### config.mk
export PLATFORM = sky130hd
export DESIGN_NAME = gpio_port_masked_irq
export DESIGN_NICKNAME = d
export VERILOG_FILES = /design/src/gpio_port_pkg.sv /design/src/pin_irq_detect.sv /design/src/gpio_port_masked_irq.sv
export SDC_FILE = /design/constraint.sdc
export NUM_CORES = 1
export LEC_CHECK = 0
export ABC_AREA = 1
export BUFFER_PORTS_ARGS = -buffer_cell sky130_fd_sc_hd__buf_2
export CORE_MARGIN = 2
export CORE_UTILIZATION = 55
export DETAILED_ROUTE_END_ITERATION = 10
export PLACE_DENSITY = 0.81
export SLEW_MARGIN = 20
export SYNTH_ARGS = -nofsm -noshare
export SYNTH_HDL_FRONTEND = slang
export SYNTH_HIERARCHICAL = 1
export SYNTH_SLANG_ARGS = --single-unit
### constraint.sdc
create_clock -name clock -period 2.6 [get_ports clock]
set_input_delay 0.13 -clock clock [delete_from_list [all_inputs] [get_ports clock]]
set_output_delay 0.13 -clock clock [all_outputs]
set_load 0.02 [all_outputs]
### src/gpio_port_pkg.sv
// shared constants, types and register map of the gpio port
package gpio_port_pkg;

  localparam int MAX_PINS = 8;
  localparam int ADDR_W   = 12;

  // register map (byte addresses); data window covers 0x000-0x3fc
  localparam logic [11:0] OFS_DIR_MODE   = 12'h400;
  localparam logic [11:0] OFS_IRQ_TYPE   = 12'h404;
  localparam logic [11:0] OFS_PAD_WRITE  = 12'h408;
  localparam logic [11:0] OFS_IRQ_EN_SET = 12'h40c;
  localparam logic [11:0] OFS_IRQ_EN_CLR = 12'h410;
  localparam logic [11:0] OFS_IRQ_CLEAR  = 12'h414;
  localparam logic [11:0] OFS_IRQ_MASKED = 12'h418;
  localparam logic [11:0] OFS_PAD_READ   = 12'h420;

  // data window: address bits above this select the window
  localparam int DATA_WIN_MSB  = 11;
  localparam int DATA_WIN_LSB  = 10;
  localparam int DATA_MASK_LSB = 2;
  localparam int PAD_IDX_LSB   = 2;
  localparam int PAD_IDX_W     = 3;
  localparam int PAD_BLK_LSB   = 5;

  // field positions inside write data of configuration registers
  localparam int SEL_LSB      = 0;
  localparam int MODE_LSB     = 8;
  localparam int MODE_W       = 2;
  localparam int TYPE_LSB     = 8;
  localparam int TYPE_W       = 3;
  localparam int STRENGTH_LSB = 8;
  localparam int PULL_LSB     = 10;
  localparam int OD_BIT       = 12;

  // bit 0 of a write/read for hresp, okay only
  localparam logic [1:0] HRESP_OKAY = 2'h0;

  typedef enum logic [1:0] {
    DIR_SW_INPUT      = 2'h0,
    DIR_SW_OUTPUT     = 2'h1,
    DIR_HW_CONTROLLED = 2'h2
  } pin_direction_mode_t;

  typedef enum logic [2:0] {
    IRQ_FALLING_EDGE = 3'h0,
    IRQ_RISING_EDGE  = 3'h1,
    IRQ_BOTH_EDGES   = 3'h2,
    IRQ_LOW_LEVEL    = 3'h3,
    IRQ_HIGH_LEVEL   = 3'h4
  } irq_detect_type_t;

  typedef enum logic [1:0] {
    DRIVE_2MA    = 2'h0,
    DRIVE_4MA    = 2'h1,
    DRIVE_8MA    = 2'h2,
    DRIVE_8MA_SC = 2'h3
  } drive_strength_t;

  typedef enum logic [1:0] {
    PULL_NONE = 2'h0,
    PULL_UP   = 2'h1,
    PULL_DOWN = 2'h2
  } pull_t;

  typedef struct packed {
    logic            openDrain;
    pull_t           pull;
    drive_strength_t strength;
  } pad_cfg_t;

  localparam pad_cfg_t PAD_CFG_RESET = '{
    openDrain: 1'b0, pull: PULL_NONE, strength: DRIVE_2MA};

  typedef enum logic {
    BUS_IDLE = 1'b0,
    BUS_READ = 1'b1
  } bus_state_t;

endpackage

### src/pin_irq_detect.sv
// one pin: input synchroniser, edge/level detector, latched status
`timescale 1ns/1ns
module pin_irq_detect
  import gpio_port_pkg::*;
(
  input  wire logic                           clock,
  input  wire logic                           rst_b,
  input  wire logic                           padIn,
  input  wire gpio_port_pkg::irq_detect_type_t detType,
  input  wire logic                           clrStrobe,
  output logic                                syncVal,
  output logic                                rawStatus
);

  logic syncA_r;
  logic syncB_r;
  logic prev_r;
  logic status_r;
  logic statusNxt;
  logic hit;

  always_comb
  begin
    hit = 1'b0;
    case (detType)
      IRQ_FALLING_EDGE: hit = prev_r & ~syncB_r;
      IRQ_RISING_EDGE:  hit = ~prev_r & syncB_r;
      IRQ_BOTH_EDGES:   hit = prev_r ^ syncB_r;
      IRQ_LOW_LEVEL:    hit = ~syncB_r;
      IRQ_HIGH_LEVEL:   hit = syncB_r;
      default:          hit = 1'b0;
    endcase
    // a new event beats a clear in the same cycle
    statusNxt = hit | (status_r & ~clrStrobe);
  end

  always_ff @(posedge clock or negedge rst_b)
  begin
    if (!rst_b)
    begin
      syncA_r  <= 1'b0;
      syncB_r  <= 1'b0;
      prev_r   <= 1'b0;
      status_r <= 1'b0;
    end
    else
    begin
      syncA_r  <= padIn;
      syncB_r  <= syncA_r;
      prev_r   <= syncB_r;
      status_r <= statusNxt;
    end
  end

  assign syncVal   = syncB_r;
  assign rawStatus = status_r;

endmodule

### src/gpio_port_masked_irq.sv
// eight-pin gpio port with masked data access and per-pin interrupts
// Function
// - up to eight pins, count is parameter
// - per-pin direction, inputs after reset
// - per-pin level or edge interrupt
// - drive 2/4/8 mA, slew with 8, reset 2
// - pull-up, pull-down or none, reset none
// - open-drain or push-pull, reset push-pull
// - gpio or peripheral use, reset gpio
// - peripheral use without function does nothing
// - select byte bit n means pin n
// - masked read returns selected pins only
// - masked write updates selected pins together
// - data mask decoded from address bits
// - mode input, output or hardware, writable
// - each pin mode readable back
// - each pin detect type readable back
// - raw and masked status readable
// - enables set and cleared per group
// - latched status cleared per group
// - unselected pins read as zero
//
// Chosen here: the register addresses and the AHB-Lite interface to the registers.
`timescale 1ns/1ns
module gpio_port_masked_irq
  import gpio_port_pkg::*;
#(
  parameter int                      PIN_COUNT   = MAX_PINS,
  parameter logic [MAX_PINS-1:0]     ALT_PRESENT = 8'hff
)
(
  input  wire logic                        clock,
  input  wire logic                        rst_b,
  input  wire logic                        hsel,
  input  wire logic [31:0]                 haddr,
  input  wire logic [1:0]                  htrans,
  input  wire logic                        hwrite,
  input  wire logic [2:0]                  hsize,
  input  wire logic [31:0]                 hwdata,
  input  wire logic                        hready,
  output logic      [31:0]                 hrdata,
  output logic                             hreadyout,
  output logic                             hresp,
  input  wire logic [PIN_COUNT-1:0]        padIn,
  output logic      [PIN_COUNT-1:0]        padOut,
  output logic      [PIN_COUNT-1:0]        padOe,
  output gpio_port_pkg::pad_cfg_t [PIN_COUNT-1:0] padCfg,
  input  wire logic [PIN_COUNT-1:0]        altOut,
  input  wire logic [PIN_COUNT-1:0]        altOe,
  output logic      [PIN_COUNT-1:0]        altIn,
  output logic                             irqReq
);

  localparam int N = PIN_COUNT;

  generate
    if (PIN_COUNT < 1 || PIN_COUNT > MAX_PINS)
    begin : g_bad_count
      $error("pin count must be 1 to 8");
    end
  endgenerate

  // bus state
  bus_state_t              busState_r;
  bus_state_t              busStateNxt;
  logic                    wrPend_r;
  logic                    wrPendNxt;
  logic [ADDR_W-1:0]       addr_r;
  logic [ADDR_W-1:0]       addrNxt;
  logic [31:0]             hrdata_r;
  logic [31:0]             hrdataNxt;
  logic                    hreadyout_r;
  logic                    hreadyoutNxt;
  logic                    accept;

  // port configuration state
  logic [N-1:0]                dataOut_r;
  logic [N-1:0]                dataOutNxt;
  pin_direction_mode_t [N-1:0] dir_r;
  pin_direction_mode_t [N-1:0] dirNxt;
  irq_detect_type_t [N-1:0]    detType_r;
  irq_detect_type_t [N-1:0]    detTypeNxt;
  pad_cfg_t [N-1:0]            padCfg_r;
  pad_cfg_t [N-1:0]            padCfgNxt;
  logic [N-1:0]                irqEn_r;
  logic [N-1:0]                irqEnNxt;
  logic [N-1:0]                clrStrobe;

  // pin side
  logic [N-1:0]  padOut_r;
  logic [N-1:0]  padOutNxt;
  logic [N-1:0]  padOe_r;
  logic [N-1:0]  padOeNxt;
  logic [N-1:0]  syncVal;
  logic [N-1:0]  rawStatus;
  logic          irqReq_r;
  logic          irqReqNxt;

  // ---------------- bus slave ----------------
  assign accept = hsel & htrans[1] & hready;

  always_comb
  begin
    busStateNxt  = busState_r;
    wrPendNxt    = 1'b0;
    addrNxt      = addr_r;
    hreadyoutNxt = hreadyout_r;
    hrdataNxt    = hrdata_r;
    case (busState_r)
      BUS_IDLE:
      begin
        hreadyoutNxt = 1'b1;
        if (accept)
        begin
          addrNxt = haddr[ADDR_W-1:0];
          if (hwrite)
          begin
            wrPendNxt = 1'b1;
          end
          else
          begin
            // one wait state so a prior write is visible to the read
            busStateNxt  = BUS_READ;
            hreadyoutNxt = 1'b0;
          end
        end
      end
      BUS_READ:
      begin
        hrdataNxt    = read_mux(addr_r);
        hreadyoutNxt = 1'b1;
        busStateNxt  = BUS_IDLE;
      end
      default:
      begin
        busStateNxt  = BUS_IDLE;
        hreadyoutNxt = 1'b1;
      end
    endcase
  end

  always_ff @(posedge clock or negedge rst_b)
  begin
    if (!rst_b)
    begin
      busState_r  <= BUS_IDLE;
      wrPend_r    <= 1'b0;
      addr_r      <= '0;
      hrdata_r    <= '0;
      hreadyout_r <= 1'b1;
    end
    else
    begin
      busState_r  <= busStateNxt;
      wrPend_r    <= wrPendNxt;
      addr_r      <= addrNxt;
      hrdata_r    <= hrdataNxt;
      hreadyout_r <= hreadyoutNxt;
    end
  end

  assign hrdata    = hrdata_r;
  assign hreadyout = hreadyout_r;
  assign hresp     = HRESP_OKAY[0];

  // ---------------- read multiplexer ----------------
  function automatic logic [31:0] read_mux(input logic [ADDR_W-1:0] a);
    logic [31:0]          r;
    logic [MAX_PINS-1:0]  sel;
    logic [PAD_IDX_W-1:0] idx;
    r   = '0;
    sel = a[DATA_MASK_LSB +: MAX_PINS];
    idx = a[PAD_IDX_LSB +: PAD_IDX_W];
    if (a[DATA_WIN_MSB:DATA_WIN_LSB] == '0)
    begin
      // masked data read; unselected pins give zero
      r[N-1:0] = syncVal & sel[N-1:0];
    end
    else if (a[ADDR_W-1:PAD_BLK_LSB] == OFS_PAD_READ[ADDR_W-1:PAD_BLK_LSB])
    begin
      if (32'(idx) < N)
      begin
        r[STRENGTH_LSB +: 2] = padCfg_r[idx].strength;
        r[PULL_LSB +: 2]     = padCfg_r[idx].pull;
        r[OD_BIT]            = padCfg_r[idx].openDrain;
      end
    end
    else
    begin
      case (a)
        OFS_DIR_MODE:
          for (int i = 0; i < N; i++)
            r[i*MODE_W +: MODE_W] = dir_r[i];
        OFS_IRQ_TYPE:
          for (int i = 0; i < N; i++)
            r[i*TYPE_W +: TYPE_W] = detType_r[i];
        OFS_IRQ_EN_SET, OFS_IRQ_EN_CLR:
          r[N-1:0] = irqEn_r;
        OFS_IRQ_CLEAR:
          r[N-1:0] = rawStatus;
        OFS_IRQ_MASKED:
          r[N-1:0] = rawStatus & irqEn_r;
        default:
          r = '0;
      endcase
    end
    return r;
  endfunction

  // ---------------- register writes ----------------
  always_comb
  begin
    logic [N-1:0]        sel;
    logic [MAX_PINS-1:0] addrSel;
    dataOutNxt = dataOut_r;
    dirNxt     = dir_r;
    detTypeNxt = detType_r;
    padCfgNxt  = padCfg_r;
    irqEnNxt   = irqEn_r;
    clrStrobe  = '0;
    sel        = hwdata[SEL_LSB +: N];
    addrSel    = addr_r[DATA_MASK_LSB +: MAX_PINS];
    if (wrPend_r)
    begin
      if (addr_r[DATA_WIN_MSB:DATA_WIN_LSB] == '0)
      begin
        // all selected pins change on the same edge
        dataOutNxt = (hwdata[N-1:0] & addrSel[N-1:0])
                   | (dataOut_r & ~addrSel[N-1:0]);
      end
      else
      begin
        case (addr_r)
          OFS_DIR_MODE:
            for (int i = 0; i < N; i++)
              if (sel[i] && hwdata[MODE_LSB +: MODE_W] != 2'h3)
                // hardware mode allowed on any pin, no fault
                dirNxt[i] = pin_direction_mode_t'(
                  hwdata[MODE_LSB +: MODE_W]);
          OFS_IRQ_TYPE:
            for (int i = 0; i < N; i++)
              if (sel[i] && hwdata[TYPE_LSB +: TYPE_W] <= IRQ_HIGH_LEVEL)
                detTypeNxt[i] = irq_detect_type_t'(
                  hwdata[TYPE_LSB +: TYPE_W]);
          OFS_PAD_WRITE:
            for (int i = 0; i < N; i++)
              if (sel[i])
              begin
                padCfgNxt[i].strength = drive_strength_t'(
                  hwdata[STRENGTH_LSB +: 2]);
                padCfgNxt[i].pull = (hwdata[PULL_LSB +: 2] == 2'h3) ?
                  PULL_NONE : pull_t'(hwdata[PULL_LSB +: 2]);
                padCfgNxt[i].openDrain = hwdata[OD_BIT];
              end
          OFS_IRQ_EN_SET:
            irqEnNxt = irqEn_r | sel;
          OFS_IRQ_EN_CLR:
            irqEnNxt = irqEn_r & ~sel;
          OFS_IRQ_CLEAR:
            clrStrobe = sel;
          default:
            clrStrobe = '0;
        endcase
      end
    end
  end

  always_ff @(posedge clock or negedge rst_b)
  begin
    if (!rst_b)
    begin
      dataOut_r <= '0;
      dir_r     <= '{default: DIR_SW_INPUT};
      detType_r <= '{default: IRQ_FALLING_EDGE};
      padCfg_r  <= {N{PAD_CFG_RESET}};
      irqEn_r   <= '0;
    end
    else
    begin
      dataOut_r <= dataOutNxt;
      dir_r     <= dirNxt;
      detType_r <= detTypeNxt;
      padCfg_r  <= padCfgNxt;
      irqEn_r   <= irqEnNxt;
    end
  end

  // ---------------- per-pin logic ----------------
  genvar g;
  generate
    for (g = 0; g < N; g++)
    begin : g_pin
      pin_irq_detect u_det (
        .clock     (clock),
        .rst_b     (rst_b),
        .padIn     (padIn[g]),
        .detType   (detType_r[g]),
        .clrStrobe (clrStrobe[g]),
        .syncVal   (syncVal[g]),
        .rawStatus (rawStatus[g])
      );

      always_comb
      begin
        logic drv;
        logic en;
        drv = 1'b0;
        en  = 1'b0;
        case (dir_r[g])
          DIR_SW_OUTPUT:
          begin
            drv = dataOut_r[g];
            en  = 1'b1;
          end
          DIR_HW_CONTROLLED:
          begin
            // a pin with no peripheral just floats
            drv = ALT_PRESENT[g] & altOut[g];
            en  = ALT_PRESENT[g] & altOe[g];
          end
          default:
          begin
            drv = 1'b0;
            en  = 1'b0;
          end
        endcase
        // open drain only pulls low
        if (padCfg_r[g].openDrain)
        begin
          padOeNxt[g]  = en & ~drv;
          padOutNxt[g] = 1'b0;
        end
        else
        begin
          padOeNxt[g]  = en;
          padOutNxt[g] = drv;
        end
      end
    end
  endgenerate

  assign irqReqNxt = |(rawStatus & irqEn_r);

  always_ff @(posedge clock or negedge rst_b)
  begin
    if (!rst_b)
    begin
      padOut_r <= '0;
      padOe_r  <= '0;
      irqReq_r <= 1'b0;
    end
    else
    begin
      padOut_r <= padOutNxt;
      padOe_r  <= padOeNxt;
      irqReq_r <= irqReqNxt;
    end
  end

  assign padOut = padOut_r;
  assign padOe  = padOe_r;
  assign padCfg = padCfg_r;
  assign altIn  = syncVal;
  assign irqReq = irqReq_r;

endmodule

# After elaboration in Yosys (flattened, before gate mapping)
# Cells that the tools add are included.
# totals
ff_bits,192
latch_bits,0
ram_bits,0
rom_bits,0
in_bits,98
output_inout_bits,99
elab_cells,353
n_memories,0
# classes
add_sub_neg,0
multipliers,0
n_div,0
order_cmp,2
eq_ne,58
n_shift,0
muxes,63
bitwise,93
n_reduce_logical,55
# ops
operator,n
$reduce_and A4 Y1,24
$eq A12 B11 Y1 const B,7
$eq A3 B2 Y1 const B,16
$mux W8,6
$and A8 B8 Y8,5
$pmux W1 S5,8
$pmux W8 S5,1
$pmux W1 S2,18
$and A1 B1 Y1,34
$not A1 Y1,34
$pmux W8 S2,2
$eq A3 B1 Y1 const B,8
$eq A3 B3 Y1 const B,8
$logic_not A3 Y1,8
$mux W24,1
$mux W1,22
$eq A2 B2 Y1 const B,9
$eq A2 B1 Y1 const B,8
$logic_and A1 B1 Y1,16
$not A8 Y8,2
$or A8 B8 Y8,2
$bmux W5 S3,1
$mux W11,1
$mux W5,2
other kinds (13),28

# Logic depth before layout (Yosys ltp)
# Gate-level depths: netlist of run 1.
# logic_depth
depth_word,7
mapped_depth,11
ltp_nobuf,10

# By module
# Netlist of run 1, hierarchy kept.
# by_module_without_submodules
mod,instances,cells_each,area_per_inst_um2,seq_area_each_um2
gpio_port_masked_irq,1,870,7184.4,3804.9
pin_irq_detect,8,26,205.2,100.1

# Worst setup path after synthesis of run 1
# Ideal clock, no wire load.
# synth_path
path_type,flip-flop to flip-flop
from,register addr_r[8]
to,register g_pin[0].u_det.status_r
setup_time_ns,0.120
arrival_time_ns,1.774
required_time_ns,2.480
slack_ns,0.706
path_stages_with_launch,10
path_buffers,1
synth_period_minus_slack_ns,1.894
path_cell_list,dfrtp_1 nor2_1 nand2_2 nor2_1 clkbuf_1 nand2_1 nor2_1 nor2_1 a31oi_1 nand2_1
# synth_between
elab_chain_cells,7
# synth_rtl
element,line,source
"start, declared",gpio_port_masked_irq.sv:68,logic [ADDR_W-1:0] addr_r;
"start signal, assigned",gpio_port_masked_irq.sv:156,addr_r <= addrNxt;
$eq A12 B11 Y1,gpio_port_masked_irq.sv:233,case (addr_r)
$mux W8,gpio_port_masked_irq.sv:233,
$mux W8,gpio_port_masked_irq.sv:225,if (addr_r[DATA_WIN_MSB:DATA_WIN_LSB] == '0)
$mux W8,gpio_port_masked_irq.sv:223,if (wrPend_r)
via clrStrobe[0],gpio_port_masked_irq.sv:87,logic [N-1:0] clrStrobe;
$not A1 Y1,pin_irq_detect.sv:34,statusNxt = hit | (status_r & ~clrStrobe);
$and A1 B1 Y1,pin_irq_detect.sv:34,
$or A1 B1 Y1,pin_irq_detect.sv:34,
via g_pin[0].u_det.statusNxt,pin_irq_detect.sv:19,logic statusNxt;
"end signal, assigned",pin_irq_detect.sv:51,status_r <= statusNxt;
"end, declared",pin_irq_detect.sv:18,logic status_r;
# The timed path passes the listed nets, and every way through them passes these cells.
# A chain may end at the register's enable or synchronous reset.

==> impl_metrics.yaml, run 1 <==
floorplanning:
  start_util_pct: 56.0
  die-height_um: 131
  die_w_um: 131
  core_um2: 15800
  dieArea_um2: 17100
  rows: 46
  ios: 197
sta:
  tightest_slew_ns: 1.08
  slew_headroom_pct: 27.3
  slew_viol_final: 0
  hold_violations: 0
  fin_skew_ns: 0.0116
  finalCriticalPeriod_ns: 2.24
  rsz0062_at_grt: "false"
  finalCritPeriodShare_pct: 86.2
  fin_setup_tns_ns: 0
  clock.fmax_mhz: 446
  finalSetupViolCount: 0
synth:
  synth-edff-count: 0
  ys_async_sr_fraction_pct: 100
  synth-adder-area-share_pct: 4.54
  synth_compound_area_share_pct: 10.7
  synthFlopType: "dfrtp_1"
  synth_cell_types: 31
  yosys-top-cells-area: "dfrtp_1, nand2_1, o21ai_0"
  yosys.area.top_type: "dfrtp_1"
  synth_top_area_share_pct: 51.9
  synth_common_cells: "nand2_1, dfrtp_1, inv_1, nor2_1, o21ai_0"
  synth_seq_cells: 184
  synthCells: 1078
  yosysWarnings: 6
  synth_area_um2: 8830
  yosys.area_share.simple_pct: 24.8
  synth-xor-area-share_pct: 0
  yosysMostFrequentCell: "nand2_1"
  synth_top_family_by_area: "simple AND/OR/NAND/NOR gates"
  synth_mux_area_share_pct: 0.638
  ys_seq_area_share_pct: 52.2
  avgSynthCellArea_um2: 8.19
clock_tree:
  post_cts_buffers: 0
  hold_buffers: 32
  cts_resized: 0
  cts_root_buf: "clkbuf_16"
  clock_sinks: 184
  path_clk_slew_ns: 0.07
  cts_tree: "yes"
  clock_path_buffers: 2
  cts_made_buffers: 17
  cts.htree.levels: 4
  clk_latency_ns: 0.44
detailed_routing:
  avgViaCountPerCell: 5.42
  vias: 8146
  ant_nets: 0
  first_iter_violations: 671
  route.detailed.drc: 0
  first_pass_iters: 6
  routed_wl_um: 25000
  wl_per_cell_um: 16.6
finish:
  fill_cells: 1239
  diodes: 0
  design_area_um2: 10800
  drive_above_1_share_pct: 17.9
  nets: 1405
  syn2layout_area_growth_pct: 22.8
  fin_cells: 1503
placement:
  io_buffers: 144
  gp_congestion: 0.908
  placed_area_um2: 9920
  dp_hpwl_um: 17000
  placed_cells_incl_taps: 1440
run_status:
  status: "complete, no violations"
grt:
  grt_usage_pct: 30.6
  overflow: 0
  grt_start_max_net_pins: 60
  grtUsageMet1_pct: 40.6
  grt.busiest_layer: "met2"
  grt.met2_usage_pct: 49.4
  antenna_found_initial: 0
  use_met3_pct: 5.70
  grt_pass1_wl_um: 39300
  grt_pass1_vias: 7730
worst_setup_path:
  worst_path_largest_cell_delay_ns: 0.88
  end_kind: "flip-flop"
  crit_chain: "clkinv_1 -> buf_4 -> nor3_1 -> nand2_1 -> nand2_1"
  rrSetupSlack_ns: 0.36
  start_kind: "flip-flop"
  path_class: "flip-flop to flip-flop"
  cp_data_arrival_time_ns: 2.62
  cp_data_required_time_ns: 2.97
  crit_fanout: 13
  cpMostUsedCell: "nand2_1"
  slowest_stage: "nor3_1"
min_path:
  holdCritPathClass: "primary input to flip-flop"
pwr:
  total_leakage_power_nw: 5.64
  max-vdd-ir-drop_v: 0.000490
  powerDensity_nw_per_um2: 601
job:
  drv_cap: 0
-- routing by layer --
metal,vias up,share of wire (%)
li1,3833,-
met1,3838,41
met2,404,48
met3,71,8.1
met4,0,3.5
met5,-,0
-- worst max-delay path, delay by kind of cell, from the launching register on --
family,cells,cell delay (ns)
buffers and inverters,2,0.66
AND/OR/NAND/NOR,3,1.15
flip-flops,1,0.35
-- sequential cells by signal, summed over array words and instances (netlist names), 8 cells and up, named ones only --
| register | cells |
|---|---|
| g_pin.u_det/prev_r | 8 |
| padCfg | 40 |
| g_pin.u_det/syncVal | 8 |
| padOe | 8 |
| addr_r | 12 |
| padOut | 8 |
| g_pin.u_det/syncA_r | 8 |
| detType_r | 24 |
| g_pin.u_det/rawStatus | 8 |
| hrdata | 24 |
| dir_r | 16 |
-- area by class of cell --
type | instances | area (µm²) | share of cell area (%)
Clock inverter | 9 | 115 | 1.06
Tap cell | 216 | 270 | 2.49
Multi-Input combinational cell | 744 | 3620 | 33.4
Sequential cell | 184 | 4610 | 42.5
Timing Repair Buffer | 202 | 1270 | 11.7
Clock buffer | 22 | 484 | 4.47
Inverter | 126 | 473 | 4.36
-- cell usage in the layout, fill, tap and decap left out, drive strengths merged, types with 7 or more instances in the layout --
master	synthesis	final
ha	32	32
nor3b	8	8
a22o	8	8
a31oi	8	8
o22a	8	8
dlygate4sd3	0	32
nand2	311	311
nor3	7	7
dfrtp	183	183
clkbuf	18	22
a21oi	18	18
a211oi	8	8
nand3	81	81
conb	1	9
nor2	118	118
inv	124	126
buf	14	170
o21ai	116	116
-- power breakdown --
part           total (mW)  switching, mW  leakage, nW  internal (mW)
combinational       0.749          0.493         2.96          0.256
clock                2.64           1.12        0.289           1.52
sequential           3.12          0.127         2.39           2.99
total                6.51           1.74         5.64           4.77
-- stage by stage --
step / hold slack [ns] / setup slack [ns] / total power [mW] / utilization, %
detailed placement: 0.143 / 0.432 / 3.86 / 62.9
CTS: 0.00363 / 0.374 / 6.52 / 68.7
global route: 0.00573 / 0.238 / 6.74 / 68.7
finish: 0.0148 / 0.358 / 6.51 / 68.7
global placement: 0.139 / 0.471 / 3.83 / 62.9
floorplan: -0.166 / 0.706 / 3.53 / -
-- worst paths after layout --
| kind | startpoint | endpoint | cells after the start |
|---|---|---|---|
| worst min register to register | g_pin[7].u_det/syncA_r$_DFF_PN0_ | g_pin[7].u_det/syncVal$_DFF_PN0_ | 0 |
| max in group asynchronous | rst_b | g_pin[1].u_det/syncVal$_DFF_PN0_ | 3 |
| worst max register to register | busState_r$_DFF_PN0_ | hrdata[5]$_DFFE_PN0P_ | 5 |
| worst min-delay path | altOut[0] | padOe[0]$_DFF_PN0_ | 3 |
| min in group asynchronous | rst_b | padOut[4]$_DFF_PN0_ | 2 |
| worst max-delay path | busState_r$_DFF_PN0_ | hrdata[5]$_DFFE_PN0P_ | 5 |
-- cell families after synthesis --
family	after synthesis
flops	184
compound gates	169
buf+inv	158
fa+ha+maj	32
simple gates	529
mux	5
other cells	1
No activity file was read; power rests on OpenSTA's default activity.
==> inputs of run 2 (changes only) <==
--- a/config.mk
+++ b/config.mk
@@ -7,10 +7,12 @@
 export LEC_CHECK = 0
 export ABC_AREA = 1
 export BUFFER_PORTS_ARGS = -buffer_cell sky130_fd_sc_hd__buf_2
+export CELL_PAD_IN_SITES_DETAIL_PLACEMENT = 1
+export CELL_PAD_IN_SITES_GLOBAL_PLACEMENT = 2
 export CORE_MARGIN = 2
-export CORE_UTILIZATION = 55
+export CORE_UTILIZATION = 31
 export DETAILED_ROUTE_END_ITERATION = 10
-export PLACE_DENSITY = 0.81
+export PLACE_DENSITY = 0.79
 export SLEW_MARGIN = 20
 export SYNTH_ARGS = -nofsm -noshare
 export SYNTH_HDL_FRONTEND = slang
==> run 2 against run 1 <==
Compared with the run above: clock power fell by 2%; clock skew rose by 0.0031 ns; core utilization fell by 29 points; final cell count rose by 11%; sequential share of layout area fell by 0.95 points; critical path depth rose by 4.
==> impl_metrics.yaml, run 2 (synthesis results as in run 1) <==
pwr:
  total_leakage_power_nw: 5.67
  max-vdd-ir-drop_v: 0.000396
  powerDensity_nw_per_um2: 584
run_status:
  status: "complete, no violations"
finish:
  fill_cells: 3440
  largest_reg_flops: 40
  nets: 1412
  final_cell_mix: "nand2_1, dfrtp_1, buf_2, inv_1, nor2_1"
  diodes: 0
  final_common_cell: "nand2_1"
  fin_util_pct: 39.7
  drive_above_1_share_pct: 18.5
  syn2layout_area_growth_pct: 25.6
clock_tree:
  cts_resized: 0
  cts_root_buf: "clkbuf_16"
  path_clk_slew_ns: 0.08
  clock_sinks: 184
  cts_tree: "yes"
  clock_path_buffers: 2
  cts.htree.levels: 4
  cts_made_buffers: 17
  clk_latency_ns: 0.44
detailed_routing:
  routed_wl_um: 28900
  avgViaCountPerCell: 4.71
  vias: 7873
  route.detailed.drc: 0
  first_iter_violations: 369
  wl_per_cell_um: 17.3
  first_pass_iters: 4
  ant_nets: 0
grt:
  overflow: 0
  antenna_found_initial: 0
  grt_pass1_vias: 8352
  grt_pass1_wl_um: 46500
  grt_start_max_net_pins: 68
  grt_usage_pct: 20.0
sta:
  fin_skew_ns: 0.0147
  clock.fmax_mhz: 484
  rsz0062_at_grt: "false"
  finalSetupViolCount: 0
  fin_setup_tns_ns: 0
  slew_viol_final: 0
  hold_violations: 0
  tightest_slew_ns: 0.675
  finalCritPeriodShare_pct: 79.4
  setup_ws_ns: 0.535
  slew_headroom_pct: 54.9
  finalCriticalPeriod_ns: 2.07
floorplanning:
  rows: 61
  start_util_pct: 31.6
  die_w_um: 173
  core_um2: 27900
  ios: 197
  die-height_um: 173
  dieArea_um2: 29800
placement:
  io_buffers: 144
  gp_congestion: 0.806
  dpl_worst_slack_ns: 0.514
  dp_hpwl_um: 20900
job:
  drv_cap: 0
worst_setup_path:
  path_class: "flip-flop to flip-flop"
  rrSetupSlack_ns: 0.53
  worstReg2RegEnd: "hrdata[1]$_DFFE_PN0P_"
  start_kind: "flip-flop"
  crit_start: "addr_r[8]$_DFFE_PN0P_"
  end_kind: "flip-flop"
  crit_fanout: 10
  cp_data_required_time_ns: 2.97
  cp_data_arrival_time_ns: 2.44
  r2r-start: "addr_r[8]$_DFFE_PN0P_"
  worstRegToRegCells: 9
min_path:
  min_from: "altOe[5]"
  hold_end: "padOe[5]$_DFF_PN0_"
  holdCritPathClass: "primary input to flip-flop"
  hold_depth: 3
run 2: timing repair:
item / 4_1_cts / 5_1_grt
buffers inserted: 0 / 0
endpoints found under the hold margin: 93 / 0
hold buffers: 31 / 0
run 2: cell type report:
type / count / area, µm² / share of cell area [%]
sequential: 184 / 4610 / 41.5
clock buffer: 17 / 425 / 3.84
multi-input combinational: 744 / 3620 / 32.7
clock inverter: 15 / 155 / 1.40
timing repair buffer: 209 / 1330 / 12.0
inverter: 126 / 473 / 4.27
tap: 378 / 473 / 4.27
run 2: power by group:
part | internal, mW | switching (mW)
clock network | 1.29 | 1.31
logic | 0.262 | 0.504
registers | 2.99 | 0.125
run 2: worst max path at each step:
stage | endpoint | slack (ns) | cells after the start
CTS | flip-flop | 0.49 | 7
global route | hrdata[1]$_DFFE_PN0P_ | 0.27 | 9
floorplan | g_pin[0].u_det/rawStatus$_DFF_PN0_ | 0.71 | 9
global placement | flip-flop | 0.52 | 7
finish | hrdata[1]$_DFFE_PN0P_ | 0.53 | 9
detailed placement | flip-flop | 0.51 | 7
run 2: critical path, stage by stage (launching register included):
cell,delay (ns)
dfrtp_1,0.46
nor2_1,0.15
nand2_2,0.18
nor2_2,0.41
nand3_1,0.16
nand2_1,0.32
nand2_1,0.10
nand2_1,0.08
nand2_1,0.06
nand2_1,0.05
run 2: per-layer routing:
layer	wire length, µm	global-route usage (%)
met4	355	4.80
met2	14300	34.7
met1	13300	26.1
met3	993	3.19
met5	0	0
run 2: stage by stage:
step / cells / hold WS [ns] / instance area, µm² / total power, mW
CTS: 1673 / 0.000158 / 11100 / 6.56
finish: 1673 / 0.00890 / 11100 / 6.48
global route: 1673 / 0.0116 / 11100 / 6.78
global placement: 1610 / 0.188 / 10200 / 3.90
floorplan: 1086 / -0.166 / 8860 / 3.53
detailed placement: 1610 / 0.186 / 10200 / 3.91
==> inputs of run 3 (changes only) <==
--- a/config.mk
+++ b/config.mk
@@ -10,9 +10,9 @@
 export CELL_PAD_IN_SITES_DETAIL_PLACEMENT = 1
 export CELL_PAD_IN_SITES_GLOBAL_PLACEMENT = 2
 export CORE_MARGIN = 2
-export CORE_UTILIZATION = 31
+export CORE_UTILIZATION = 28
 export DETAILED_ROUTE_END_ITERATION = 10
-export PLACE_DENSITY = 0.79
+export PLACE_DENSITY = 0.75
 export SLEW_MARGIN = 20
 export SYNTH_ARGS = -nofsm -noshare
 export SYNTH_HDL_FRONTEND = slang
==> constraint.sdc (replaced) <==
create_clock -name clock -period 1.83 [get_ports clock]
set_input_delay 0.0915 -clock clock [delete_from_list [all_inputs] [get_ports clock]]
set_output_delay 0.0915 -clock clock [all_outputs]
set_load 0.02 [all_outputs]
==> run 3 against run 2 <==
Compared with the run above: die area grew 10%; global-route usage shrank 1.4 points; largest power group unchanged; non-clock buffer count grew 52; clock-buffer cell count grew 2; highest routed layer unchanged; sequential cell count is the same; sequential power grew 41%; fmax grew 18%.
==> impl_metrics.yaml, run 3 (synthesis results as in run 1) <==
clock_tree:
  cts_made_buffers: 17
  clock_path_buffers: 2
  path_clk_slew_ns: 0.07
  clock_sinks: 184
  cts.htree.levels: 4
  cts_root_buf: "clkbuf_16"
  clk_latency_ns: 0.44
  cts_tree: "yes"
pwr:
  total_leakage_power_nw: 6.02
  powerDensity_nw_per_um2: 804
  max-vdd-ir-drop_v: 0.000643
detailed_routing:
  first_pass_iters: 4
  first_iter_violations: 327
  ant_nets: 0
  routed_wl_um: 30100
  avgViaCountPerCell: 4.63
  route.detailed.drc: 0
  wl_per_cell_um: 17.2
  vias: 8096
placement:
  gp_congestion: 0.799
  dp_hpwl_um: 21900
  placed_cells_incl_taps: 1663
  io_buffers: 144
finish:
  final_cell_mix: "nand2_1, dfrtp_1, buf_2, inv_1, nor2_1"
  fin_cells: 1749
  largest_reg_flops: 40
  drive_above_1_share_pct: 22.6
  fill_cells: 3746
  syn2layout_area_growth_pct: 33.2
  fin_util_pct: 37.5
  diodes: 0
  nets: 1466
  final_common_cell: "nand2_1"
sta:
  slew_headroom_pct: 66.6
  tightest_slew_ns: 0.501
  finalSetupViolCount: 0
  rsz0062_at_grt: "true"
  clock.fmax_mhz: 570
  slew_viol_final: 0
  finalCritPeriodShare_pct: 95.9
  fin_skew_ns: 0.0110
  finalCriticalPeriod_ns: 1.76
  hold_violations: 0
grt:
  antenna_found_initial: 0
  grt_pass1_vias: 8368
  grt_start_max_net_pins: 54
  grt_pass1_wl_um: 47100
  grt_usage_pct: 18.6
  overflow: 0
floorplanning:
  ios: 197
  rows: 65
  core_um2: 31300
  start_util_pct: 28.2
  die-height_um: 182
  dieArea_um2: 33000
  die_w_um: 182
worst_setup_path:
  end_kind: "flip-flop"
  crit_fanout: 10
  cp_data_required_time_ns: 2.14
  cp_data_arrival_time_ns: 2.06
  worst_path_largest_cell_delay_ns: 0.41
  worst-path-buf-inv: 2
  path_class: "flip-flop to flip-flop"
  start_kind: "flip-flop"
  crit_chain: "buf_6 -> nand2_2 -> nor3_4 -> nand2_2 -> nor3_4 -> buf_6 -> nand2_4 -> nand2_1 -> o21ai_0"
  slowest_stage: "dfrtp_1"
  crit_family: "simple AND/OR/NAND/NOR gates"
job:
  drv_cap: 0
min_path:
  holdCritPathClass: "primary input to flip-flop"
run_status:
  status: "complete, no violations"
-- run 3: cell count changes in the layout (fill, tap and decap cells not counted), moves of 4 or more --
| cell | previous run | this run |
|---|---|---|
| nand2_4 | 0 | 6 |
| o21ai_1 | 2 | 13 |
| dlygate4sd3_1 | 31 | 46 |
| nand2_2 | 9 | 13 |
| o21ai_0 | 114 | 103 |
| buf_4 | 31 | 63 |
| nand2_8 | 0 | 4 |
| nor2_2 | 3 | 10 |
| inv_8 | 5 | 0 |
| nand2_1 | 302 | 290 |
| nor2_1 | 115 | 106 |
-- run 3: per-stage QoR --
step	cell area [µm²]	hold slack, ns	setup slack [ns]	TNS (ns)	power (mW)
6_report	11800	0.0792	0.0746	0	9.45
5_1_grt	11800	0.0960	-0.0374	-0.562	9.89
4_1_cts	11500	0.0638	0.0266	0	9.52
3_5_place_dp	10500	0.0843	0.0281	0	5.67
3_3_place_gp	10500	0.0875	0.0621	0	5.64
2_1_floorplan	8860	-0.204	0.0268	0	5.01
-- run 3: timing repair --
| item | CTS | global route |
|---|---|---|
| cloned | 0 | 2 |
| setup endpoints to repair | 1 | 77 |
| hold buffers | 46 | 0 |
| setup buffers | 0 | 8 |
| pin swaps | 0 | 8 |
| endpoints found under the hold margin | 84 | 0 |
| gates resized for setup | 1 | 56 |
-- run 3: worst register-to-register path: stages (launching register included) --
cell and delay (ns):
dfrtp_1 0.41, buf_6 0.12, nand2_2 0.07, nor3_4 0.21, nand2_2 0.09, nor3_4 0.26
buf_6 0.18, nand2_4 0.10, nand2_1 0.08, o21ai_0 0.09
-- run 3: layout make-up --
| type | count | area (µm²) | area share [%] |
|---|---|---|---|
| clock inverter | 11 | 125 | 1.06 |
| tap | 402 | 503 | 4.28 |
| clock buffer | 19 | 453 | 3.85 |
| inverter | 126 | 473 | 4.02 |
| timing repair buffer | 261 | 1800 | 15.3 |
| multi-input combinational | 746 | 3800 | 32.3 |
| sequential | 184 | 4610 | 39.2 |
-- run 3: worst paths after layout --
kind	cells past startpoint	slack (ns)	from	end
min in group asynchronous	2	0.17	rst_b	g_pin[6].u_det/syncVal$_DFF_PN0_
max in group asynchronous	3	0.99	rst_b	dir_r[3]$_DFFE_PN0P_
setup / recovery	9	0.07	addr_r[3]$_DFFE_PN0P_	padCfg[15]$_DFFE_PN0P_
hold reg to reg	0	0.34	g_pin[4].u_det/syncA_r$_DFF_PN0_	g_pin[4].u_det/syncVal$_DFF_PN0_
hold / removal	3	0.08	hwdata[11]	padCfg[12]$_DFFE_PN0P_
setup reg to reg	9	0.07	addr_r[3]$_DFFE_PN0P_	padCfg[15]$_DFFE_PN0P_
-- run 3: power breakdown --
| part | internal (mW) | switching (mW) | leakage [nW] | total [mW] |
|---|---|---|---|---|
| registers | 4.25 | 0.147 | 2.39 | 4.39 |
| clock network | 2.07 | 1.66 | 0.281 | 3.74 |
| logic | 0.492 | 0.830 | 3.34 | 1.32 |
| total | 6.81 | 2.64 | 6.02 | 9.45 |
-- run 3: layer usage --
layer	part of all wire [%]	global-route usage [%]	vias up
met3	2.9	2.57	22
met5	0	0	-
met4	1.5	5.63	0
li1	-	-	3959
met2	50	31.6	111
met1	46	24.7	4004
